[src/tstx_pkg.sv]
// Shared constants and types for the tyre sensor transmit scheduler
package tstx_pkg;

	////////////////////////////////////////////////////////////////////////////
	// Clock and link timing
	localparam int unsigned CLK_HZ       = 125_000_000; // Core clock rate
	localparam int unsigned BIT_RATE_BPS = 4096;        // Highest allowed data rate
	localparam int unsigned CHIPS_PER_BIT = 2;          // Manchester halves per bit
	// Least half-bit length, rounded up so the rate never exceeds the limit
	localparam int unsigned HALF_BIT_CYC =
		(CLK_HZ + CHIPS_PER_BIT * BIT_RATE_BPS - 1) / (CHIPS_PER_BIT * BIT_RATE_BPS);
	localparam int unsigned BURST_PERIOD_S = 60;        // One burst each minute
	// Burst period in half-bit ticks
	localparam int unsigned PERIOD_TICKS = BURST_PERIOD_S * CHIPS_PER_BIT * BIT_RATE_BPS;

	////////////////////////////////////////////////////////////////////////////
	// Framing
	localparam int unsigned BURST_WORDS  = 8;  // Words in one moving-mode burst
	localparam int unsigned DEF_WORD_W   = 64; // Word length, layout not fixed here
	localparam int unsigned DEF_HOLD_MIN = 15; // Hold interval in burst periods

	////////////////////////////////////////////////////////////////////////////
	// States
	typedef enum logic {TSTX_PARKED, TSTX_MOVING} tstx_mode_e;
	typedef enum logic {TSTX_IDLE, TSTX_SEND} tstx_tx_e;

	// Transmitter outputs travelling together
	typedef struct packed {
		logic rf_data;     // Manchester chip stream
		logic tx_on;       // Modulator enable
		logic word_strobe; // One-cycle pulse when a word is loaded
		logic id_sel;      // Current word is the identity code
	} tstx_txo_s;

endpackage

[src/tstx_sched.sv]
// Tyre sensor transmit scheduler: mode control, burst timing, Manchester encoder
//
// Functional notes
// Every sent bit is Manchester coded
// Bit rate never above 4.096 kbit/s
// Parked mode sends no words except the identity word
// Motion closed: moving mode, eight words per minute
// Motion opens: keep bursting through hold interval
// Hold expired and open: back to parked
// Wake-up field sends the identity code
// One is high-low, zero is low-high
`timescale 1ns/1ns
module tstx_sched
	import tstx_pkg::*;
#(
	parameter int unsigned WORD_W       = DEF_WORD_W,   // Bits per word
	parameter int unsigned HALF_CYC     = HALF_BIT_CYC, // Clocks per half bit
	parameter int unsigned PERIOD_TICKS_P = PERIOD_TICKS, // Half bits per burst period
	parameter int unsigned HOLD_PERIODS = DEF_HOLD_MIN  // Hold interval in periods
) (
	input  wire logic              core_clk,     // Core clock, 125 MHz
	input  wire logic              rst_b,        // Asynchronous reset, active low
	input  wire logic              motion_closed, // Motion switch closed
	input  wire logic              lf_field,     // Wake-up field detected
	input  wire logic [WORD_W-1:0] data_word,    // Measurement word, taken at strobe
	input  wire logic [WORD_W-1:0] id_word,      // Identity word, taken at strobe
	output logic                   rf_data_r,    // Encoded stream to modulator
	output logic                   tx_on_r,      // Modulator enable
	output logic                   word_strobe_r, // Word loaded pulse
	output logic                   id_sel_r,     // Last word loaded was the identity word
	output logic                   moving_r      // Moving mode indicator
);

	////////////////////////////////////////////////////////////////////////////
	// Elaboration checks
	// A whole burst must fit inside one period, or requests would pile up
	if (WORD_W < 2 || HALF_CYC < 2 || HOLD_PERIODS < 1 ||
		PERIOD_TICKS_P <= CHIPS_PER_BIT * BURST_WORDS * WORD_W) begin : g_bad_param
		$error("tstx_sched: parameter out of range");
	end

	localparam int HC_W = $clog2(HALF_CYC);        // Half-bit counter width
	localparam int PC_W = $clog2(PERIOD_TICKS_P);  // Period counter width
	localparam int HD_W = $clog2(HOLD_PERIODS + 1); // Hold counter width
	localparam int BI_W = $clog2(WORD_W);          // Bit index width
	localparam int WL_W = $clog2(BURST_WORDS);     // Words-left width
	localparam logic [HC_W-1:0] HC_LAST = HC_W'(HALF_CYC - 1);
	localparam logic [PC_W-1:0] PC_LAST = PC_W'(PERIOD_TICKS_P - 1);
	localparam logic [HD_W-1:0] HD_LAST = HD_W'(HOLD_PERIODS - 1);
	localparam logic [BI_W-1:0] BI_LAST = BI_W'(WORD_W - 1);
	localparam logic [WL_W-1:0] WL_FULL = WL_W'(BURST_WORDS - 1);

	////////////////////////////////////////////////////////////////////////////
	// State
	logic [HC_W-1:0]   half_cnt_r,  half_cnt_nxt;  // Free-running half-bit divider
	logic [PC_W-1:0]   per_cnt_r,   per_cnt_nxt;   // Burst period counter
	logic [HD_W-1:0]   hold_cnt_r,  hold_cnt_nxt;  // Periods elapsed since motion stopped
	tstx_mode_e        mode_r,      mode_nxt;      // Parked or moving
	logic              burst_pend_r, burst_pend_nxt; // Burst waiting for transmitter
	logic              lf_prev_r,   lf_prev_nxt;   // Last wake-up level
	logic              id_pend_r,   id_pend_nxt;   // Identity word waiting
	tstx_tx_e          tx_r,        tx_nxt;        // Transmitter state
	logic [WORD_W-1:0] sh_r,        sh_nxt;        // Shift register, MSB first
	logic [BI_W-1:0]   bit_idx_r,   bit_idx_nxt;   // Bit within the word
	logic              phase_r,     phase_nxt;     // Second half of bit when set
	logic [WL_W-1:0]   wleft_r,     wleft_nxt;     // Words still to send in burst
	tstx_txo_s         txo_nxt;                    // Next output bundle
	logic              half_tick;                  // Last clock of a half bit
	logic              per_tick;                   // Last clock of a burst period
	logic              moving_nxt;                 // Next mode indicator

	assign half_tick = (half_cnt_r == HC_LAST);
	assign per_tick  = half_tick && (per_cnt_r == PC_LAST);

	////////////////////////////////////////////////////////////////////////////
	// Mode and burst timing, next values
	always_comb begin
		half_cnt_nxt   = half_tick ? '0 : half_cnt_r + 1'b1;
		per_cnt_nxt    = per_cnt_r;
		hold_cnt_nxt   = hold_cnt_r;
		mode_nxt       = mode_r;
		burst_pend_nxt = burst_pend_r;
		lf_prev_nxt    = lf_field;
		id_pend_nxt    = id_pend_r;
		case (mode_r)
			TSTX_PARKED: begin
				// Period and hold counters rest while parked; only motion or a wake-up edge queues anything
				per_cnt_nxt    = '0;
				hold_cnt_nxt   = '0;
				burst_pend_nxt = 1'b0;
				if (motion_closed) begin
					mode_nxt       = TSTX_MOVING;
					burst_pend_nxt = 1'b1;
				end
			end
			TSTX_MOVING: begin
				if (half_tick)
					per_cnt_nxt = per_tick ? '0 : per_cnt_r + 1'b1;
				if (motion_closed)
					hold_cnt_nxt = '0;
				if (per_tick) begin
					if (!motion_closed && hold_cnt_r == HD_LAST) begin
						// Hold ran out at a period edge, so no burst is cut short
						mode_nxt = TSTX_PARKED;
					end else begin
						burst_pend_nxt = 1'b1;
						if (!motion_closed)
							hold_cnt_nxt = hold_cnt_r + 1'b1;
					end
				end
			end
			default: mode_nxt = TSTX_PARKED;
		endcase
		// Only a real burst start consumes the request; a period tick that
		// finds the transmitter idle must leave its fresh request standing
		if (tx_r == TSTX_IDLE && half_tick && !id_pend_r &&
			burst_pend_r && mode_r == TSTX_MOVING)
			burst_pend_nxt = 1'b0;
		if (tx_r == TSTX_IDLE && half_tick)
			id_pend_nxt = 1'b0;
		// A new field edge wins over the clear in the same cycle
		if (lf_field && !lf_prev_r)
			id_pend_nxt = 1'b1;
		moving_nxt = (mode_nxt == TSTX_MOVING);
	end

	// Mode and burst timing registers
	always_ff @(posedge core_clk or negedge rst_b) begin
		if (!rst_b) begin
			half_cnt_r   <= '0;
			per_cnt_r    <= '0;
			hold_cnt_r   <= '0;
			mode_r       <= TSTX_PARKED;
			burst_pend_r <= 1'b0;
			lf_prev_r    <= 1'b0;
			id_pend_r    <= 1'b0;
			moving_r     <= 1'b0;
		end else begin
			half_cnt_r   <= half_cnt_nxt;
			per_cnt_r    <= per_cnt_nxt;
			hold_cnt_r   <= hold_cnt_nxt;
			mode_r       <= mode_nxt;
			burst_pend_r <= burst_pend_nxt;
			lf_prev_r    <= lf_prev_nxt;
			id_pend_r    <= id_pend_nxt;
			moving_r     <= moving_nxt;
		end
	end

	////////////////////////////////////////////////////////////////////////////
	// Manchester transmitter, next values
	always_comb begin
		tx_nxt      = tx_r;
		sh_nxt      = sh_r;
		bit_idx_nxt = bit_idx_r;
		phase_nxt   = phase_r;
		wleft_nxt   = wleft_r;
		txo_nxt     = '0;
		txo_nxt.id_sel = id_sel_r;
		// Everything steps on half-bit ticks only, which caps the rate
		if (half_tick) begin
			case (tx_r)
				TSTX_IDLE: begin
					bit_idx_nxt = '0;
					phase_nxt   = 1'b0;
					if (id_pend_r) begin
						// Identity goes out even when parked, a single word
						tx_nxt              = TSTX_SEND;
						sh_nxt              = id_word;
						wleft_nxt           = '0;
						txo_nxt.word_strobe = 1'b1;
						txo_nxt.id_sel      = 1'b1;
					end else if (burst_pend_r && mode_r == TSTX_MOVING) begin
						tx_nxt              = TSTX_SEND;
						sh_nxt              = data_word;
						wleft_nxt           = WL_FULL;
						txo_nxt.word_strobe = 1'b1;
						txo_nxt.id_sel      = 1'b0;
					end
				end
				TSTX_SEND: begin
					phase_nxt = ~phase_r;
					if (phase_r) begin
						if (bit_idx_r == BI_LAST) begin
							bit_idx_nxt = '0;
							if (wleft_r != '0) begin
								// Next word of the burst follows with no gap
								sh_nxt              = data_word;
								wleft_nxt           = wleft_r - 1'b1;
								txo_nxt.word_strobe = 1'b1;
							end else begin
								tx_nxt = TSTX_IDLE;
							end
						end else begin
							sh_nxt      = {sh_r[WORD_W-2:0], 1'b0};
							bit_idx_nxt = bit_idx_r + 1'b1;
						end
					end
				end
				default: tx_nxt = TSTX_IDLE;
			endcase
		end
		txo_nxt.tx_on = (tx_nxt == TSTX_SEND);
		// One: high then low; zero: low then high
		txo_nxt.rf_data = txo_nxt.tx_on && (sh_nxt[WORD_W-1] ^ phase_nxt);
	end

	// Transmitter registers
	always_ff @(posedge core_clk or negedge rst_b) begin
		if (!rst_b) begin
			tx_r          <= TSTX_IDLE;
			sh_r          <= '0;
			bit_idx_r     <= '0;
			phase_r       <= 1'b0;
			wleft_r       <= '0;
			rf_data_r     <= 1'b0;
			tx_on_r       <= 1'b0;
			word_strobe_r <= 1'b0;
			id_sel_r      <= 1'b0;
		end else begin
			tx_r          <= tx_nxt;
			sh_r          <= sh_nxt;
			bit_idx_r     <= bit_idx_nxt;
			phase_r       <= phase_nxt;
			wleft_r       <= wleft_nxt;
			rf_data_r     <= txo_nxt.rf_data;
			tx_on_r       <= txo_nxt.tx_on;
			word_strobe_r <= txo_nxt.word_strobe;
			id_sel_r      <= txo_nxt.id_sel;
		end
	end
endmodule

[config.mk]
export PLATFORM = sky130hd
export DESIGN_NAME = tstx_sched
export DESIGN_NICKNAME = d
export VERILOG_FILES = /design/src/tstx_pkg.sv /design/src/tstx_sched.sv
export SDC_FILE = /design/constraint.sdc
export NUM_CORES = 1
export LEC_CHECK = 0
export BUFFER_PORTS_ARGS = -buffer_cell sky130_fd_sc_hd__buf_2
export CAP_MARGIN = 0
export CELL_PAD_IN_SITES_DETAIL_PLACEMENT = 0
export CELL_PAD_IN_SITES_GLOBAL_PLACEMENT = 1
export CORE_MARGIN = 2
export CORE_UTILIZATION = 46
export CTS_CLUSTER_DIAMETER = 120
export CTS_CLUSTER_SIZE = 8
export DETAILED_ROUTE_END_ITERATION = 10
export GPL_ROUTABILITY_DRIVEN = 0
export PLACE_DENSITY = 0.83
export SYNTH_ARGS = -nofsm -noshare
export SYNTH_HDL_FRONTEND = slang
export SYNTH_SLANG_ARGS = --single-unit
[constraint.sdc]
create_clock -name core_clk -period 4.8 [get_ports core_clk]
set_clock_uncertainty 0.2 [all_clocks]
set_input_delay 0.24 -clock core_clk [delete_from_list [all_inputs] [get_ports core_clk]]
set_output_delay 0.24 -clock core_clk [all_outputs]
set_load 0.01 [all_outputs]
==> qor.yml, run 1 <==
place_hpwl_um: 10200
core_um2: 13300
rows: 42
fp.dieH_um: 121
final_max_slew_viol_count: 0
fin_cells: 1036
worstSkewPairLatency_ps: 420
antenna_found_initial: 0
portBuffers: 136
globalRouteOverflowTotal: 0
firstDrtPassIters: 8
violations: "negative hold slack"
place_inst: 877
finish.utilization_pct: 67.4
drive_above_1_share_pct: 22.3
cts_setup_buffers: 0
p_leak_nw: 4.29
cts_inserted_buffers: 17
setup_tns_ps: 0
status: "complete, but fails checks"
htreeDepth: 4
grt_pass1_wl_um: 28900
synth_edf_count: 0
crit_slowest_cell: "dfrtp_1"
layout_common_cells: "buf_2, dlygate4sd3_1, dfrtp_1"
first_global_vias: 5863
post-route-drc-count: 0
max_slew_margin_pct: 25.9
die-area_um2: 14700
rsz0062_at_grt: "false"
synthArstFlopShare_pct: 100
dieWidth_um: 121
cts.path.max_buffers: 2
hold_violations: 1
min_period_over_period_pct: 73.5
cts_tree: "yes"
final_common_cell: "buf_2"
cts_resized: 0
ios: 137
ir_drop_v: 0.000248
end_kind: "flip-flop"
syn_area_per_cell_um2: 10.5
ys.flop_type: "dfrtp_1"
power_density_nw_per_um2: 273
final-setup-viol-count: 0
ys_seq_elements: 119
min-delay-path-class: "input pin to flip-flop"
required_ps: 4940
route.vias.total: 5844
path_cells: "nand2_1 -> nor3_1 -> o21bai_4 -> buf_4 -> a222oi_1 -> dlygate4sd3_1 -> mux2i_1"
synth-seq-area-share_pct: 47.1
syn_area_um2: 6320
cp_slowest_stage_delay_ps: 960
syn2layout_area_growth_pct: 42.4
routedWlPerCell_um: 17.2
synth_cells: 600
crit_arrival_ps: 3670
syn-num-nets: 740
totalWireLength_um: 17800
drtAntennaViolNets: 0
drtIter0Drc: 713
via_per_inst: 5.64
max_cap_violations: 0
path_clk_slew_ps: 60
startpoint_type: "flip-flop"
nets: 987
path_class: "flip-flop to flip-flop"
grt_start_max_net_pins: 86
grt.total_usage_pct: 25.0
cts_sinks: 119
synth_warnings: 0
period_minus_slack_ps: 3530
hold_slack_ps: -8.24
root_buffer: "clkbuf_16"
worst_pin_slew_ps: 1110
initial_utilization_pct: 47.3
worst-path-max-fanout: 63
antennaDiodeCount: 0
ys_types: 58
fmax_ghz: 0.283
-- registers in the layout, indices dropped and copies added (netlist names), 3 cells and up --
name / cells
hold_cnt_r: 4
wleft_r: 3
bit_idx_r: 6
sh_r: 64
per_cnt_r: 19
half_cnt_r: 14
-- timing repair --
item,CTS,global route
setup endpoints to repair,0,0
endpoints found under the hold margin,151,0
hold buffers,127,0
-- per-layer routing --
metal / GRT usage [%] / wire length (um) / part of all wire [%]
met5: 0 / 0 / 0
met2: 41.4 / 8950 / 50
met4: 8.62 / 251 / 1.4
met3: 5.69 / 1030 / 5.8
met1: 32.2 / 7560 / 43
-- final timing paths --
check / cells after the start / slack, ps / startpoint / endpoint
min in group asynchronous: 2 / 390 / rst_b / per_cnt_r[16]
hold reg to reg: 1 / 210 / lf_prev_r / id_pend_r
setup reg to reg: 7 / 1270 / mode_r / sh_r[18]
max in group asynchronous: 3 / 2920 / rst_b / sh_r[59]
setup / recovery: 7 / 1270 / mode_r / sh_r[18]
hold / removal: 3 / -8 / data_word[25] / sh_r[25]
-- Yosys cell counts, drive strengths merged (5+ instances only) --
| cell type | count | area share, % |
|---|---|---|
| a22o | 6 | 0.83 |
| and3 | 7 | 0.69 |
| dfrtp | 119 | 47 |
| nor2b | 5 | 0.50 |
| inv | 71 | 4.2 |
| nand3 | 23 | 1.8 |
| xor2 | 12 | 1.7 |
| xnor2 | 16 | 2.2 |
| a222oi | 62 | 9.8 |
| nand2 | 22 | 1.3 |
| o21ai | 12 | 0.95 |
| nor2 | 34 | 2.0 |
| nor3 | 9 | 0.71 |
| and4 | 5 | 0.69 |
| mux2i | 63 | 10 |
| a211oi | 9 | 1.1 |
| ha | 8 | 1.6 |
| nand4 | 7 | 0.69 |
| a2111oi | 5 | 1.5 |
| a21oi | 13 | 1.0 |
| buf | 10 | 1.0 |
| clkbuf | 33 | 2.0 |
-- where the power goes --
part | switching [mW] | internal, mW
logic | 0.0661 | 0.121
registers | 0.000546 | 1.00
clock network | 0.473 | 0.790
-- critical path, delay by kind of cell, from the launching register on --
kind	cells	cell delay, ps
AOI/OAI and AO/OA	2	430
DFF	1	960
and+or+nand+nor	2	460
buffers and inverters	2	1200
muxes	1	160
-- metrics by stage --
| stage | worst slack (ps) | total power [mW] | hold WS [ps] | instance area (um^2) |
|---|---|---|---|---|
| after CTS | 1330 | 2.46 | 3.76 | 9000 |
| after floorplan | 2120 | 1.05 | -256 | 6320 |
| after global routing | 1060 | 2.54 | 3.44 | 9000 |
| after detailed placement | 1650 | 1.13 | 178 | 7140 |
| final | 1270 | 2.46 | -8.24 | 9000 |
| after global placement | 1760 | 1.13 | 178 | 7140 |
-- kinds of logic (layout without fill, tap and decap cells) --
family,count (synthesis),count (layout),synth area share [%]
AO/OA/AOI/OAI,127,127,17.8
buffers and inverters,116,376,7.31
multiplexers,65,65,10.3
AND/OR/NAND/NOR,137,137,11.9
adder cells (fa/ha/maj),8,8,1.58
flip-flops,119,119,47.1
XOR/XNOR,28,28,3.88
-- cell type report --
cell class	count	area [um^2]
clock buffers	21	460
clock inverters	11	125
fillers	1006	4350
inverters	73	274
multi-input cells	365	2910
flip-flops and latches	119	2980
well taps	176	220
repair buffers	271	2030
(Power assumes the default switching activity.)
==> inputs of run 2 (changes only) <==
- CORE_UTILIZATION: 46 -> 42
- PLACE_DENSITY: 0.83 -> 0.77
- clock period: 4.8 -> 3.5 ns (I/O delays scaled with it)
==> run 2 against run 1 <==
  * The run now ends clean
  * Routed wire length decreased by 1.7%
  * Worst setup slack got worse by 1000 ps
  * Non-clock buffer count increased by 7
  * Critical path type unchanged
==> qor.yml, run 2 (synthesized netlist as in run 1, its figures left out) <==
min_period_over_period_pct: 92.5
root_buffer: "clkbuf_16"
rsz0062_at_grt: "false"
r2r_setup_slack_ps: 260
status: "complete, no violations"
place_inst: 890
final_max_slew_viol_count: 0
syn2layout_area_growth_pct: 43.8
fmax_ghz: 0.309
crit_start: "bit_idx_r[0]"
fp.dieH_um: 127
hold_violations: 0
cts_setup_buffers: 0
ir_drop_v: 0.000321
first_global_vias: 6228
route.vias.total: 5883
required_ps: 3620
cts.path.max_buffers: 2
grt_start_max_net_pins: 86
largest_reg_flops: 64
grt_pass1_wl_um: 29200
final-setup-viol-count: 0
htreeDepth: 4
reg2regPathDepth: 8
hold_slack_ps: 61.4
path_class: "flip-flop to flip-flop"
rows: 44
r2r_start: "bit_idx_r[0]"
n_fill_cell: 1174
via_per_inst: 5.61
cts_inserted_buffers: 17
min-delay-path-class: "input pin to asynchronous set/reset pin"
firstDrtPassIters: 9
crit_arrival_ps: 3360
die-area_um2: 16000
final_common_cell: "buf_2"
cts_hold_buf: 129
grt.total_usage_pct: 22.4
globalRouteOverflowTotal: 0
reg_top3: "sh_r (64), per_cnt_r (19), half_cnt_r (14)"
place_hpwl_um: 10600
max_cap_violations: 0
post-route-drc-count: 0
worst-path-max-fanout: 62
core_um2: 14600
layout_common_cells: "buf_2, dlygate4sd3_1, dfrtp_1"
drtAntennaViolNets: 0
p_leak_nw: 4.34
ios: 137
largest_register: "sh_r"
drtIter0Drc: 554
cts_tree: "yes"
setup_tns_ps: 0
startpoint_type: "flip-flop"
drive_above_1_share_pct: 22.6
cts_sinks: 119
max_slew_margin_pct: 51.2
totalWireLength_um: 17500
rr_endpoint: "sh_r[44]"
nets: 994
antenna_found_initial: 0
cts_resized: 0
end_kind: "flip-flop"
dieWidth_um: 127
routedWlPerCell_um: 16.7
worstSkewPairLatency_ps: 420
portBuffers: 136
path_clk_slew_ps: 60
worst_pin_slew_ps: 726
period_minus_slack_ps: 3240
power_density_nw_per_um2: 375
initial_utilization_pct: 43.3
fin_cells: 1048
antennaDiodeCount: 0
## run 2: cell count changes in the layout (fill, tap and decap cells not counted), sizes merged
cell / previous run / this run
clkinvlp: 5 / 2
clkinv: 6 / 5
bufinv: 2 / 3
buf: 144 / 149
dlygate4sd3: 127 / 129
## run 2: power by group
| group | internal, mW | total, mW | leakage (nW) | switching (mW) |
|---|---|---|---|---|
| sequential | 1.38 | 1.38 | 1.30 | 0.000938 |
| clock | 1.16 | 1.77 | 0.287 | 0.613 |
| combinational | 0.169 | 0.256 | 2.75 | 0.0870 |
| total | 2.71 | 3.41 | 4.34 | 0.701 |
## run 2: critical path, stage by stage (launching register included)
cell           delay (ps)
dfrtp_1               420
ha_1                  230
and4_1                260
and2_0                280
nor3_2                130
buf_4                 550
a222oi_1              210
dlygate4sd3_1         610
mux2i_1               200
## run 2: final cells by class
type	count	area [um^2]	share of cell area (%)
Timing Repair Buffer	278	2100	23.1
Multi-Input combinational cell	365	2910	32.0
Clock inverter	8	124	1.36
Sequential cell	119	2980	32.8
Clock buffer	21	470	5.18
Tap cell	184	230	2.53
Inverter	73	274	3.02
## run 2: how the worst max path moves through the flow
stage / end / slack, ps / cells after the start
after global placement: per_cnt_r[13] / 680 / 6
after CTS: sh_r[1] / 360 / 8
final: sh_r[44] / 260 / 8
after global routing: sh_r[44] / 170 / 8
after floorplan: hold_cnt_r[3] / 820 / 6
after detailed placement: per_cnt_r[13] / 640 / 6
## run 2: through the flow
stage               setup WS, ps  utilization (%)  cell area, um^2  total power [mW]
finish                       263             62.3             9080              3.41
global route                 165             62.3             9080              3.52
CTS                          362             62.3             9080              3.43
detailed placement           638             49.3             7200              1.55
global placement             682             49.3             7200              1.55
floorplan                    815                -             6320              1.43
## run 2: metal layers
metal / track usage [%] / up-vias / routed length [um]
met5: 0 / - / 0
met2: 36.9 / 176 / 8770
li1: - / 2743 / -
met4: 10.5 / 0 / 465
met1: 27.9 / 2922 / 7420
met3: 5.36 / 42 / 839
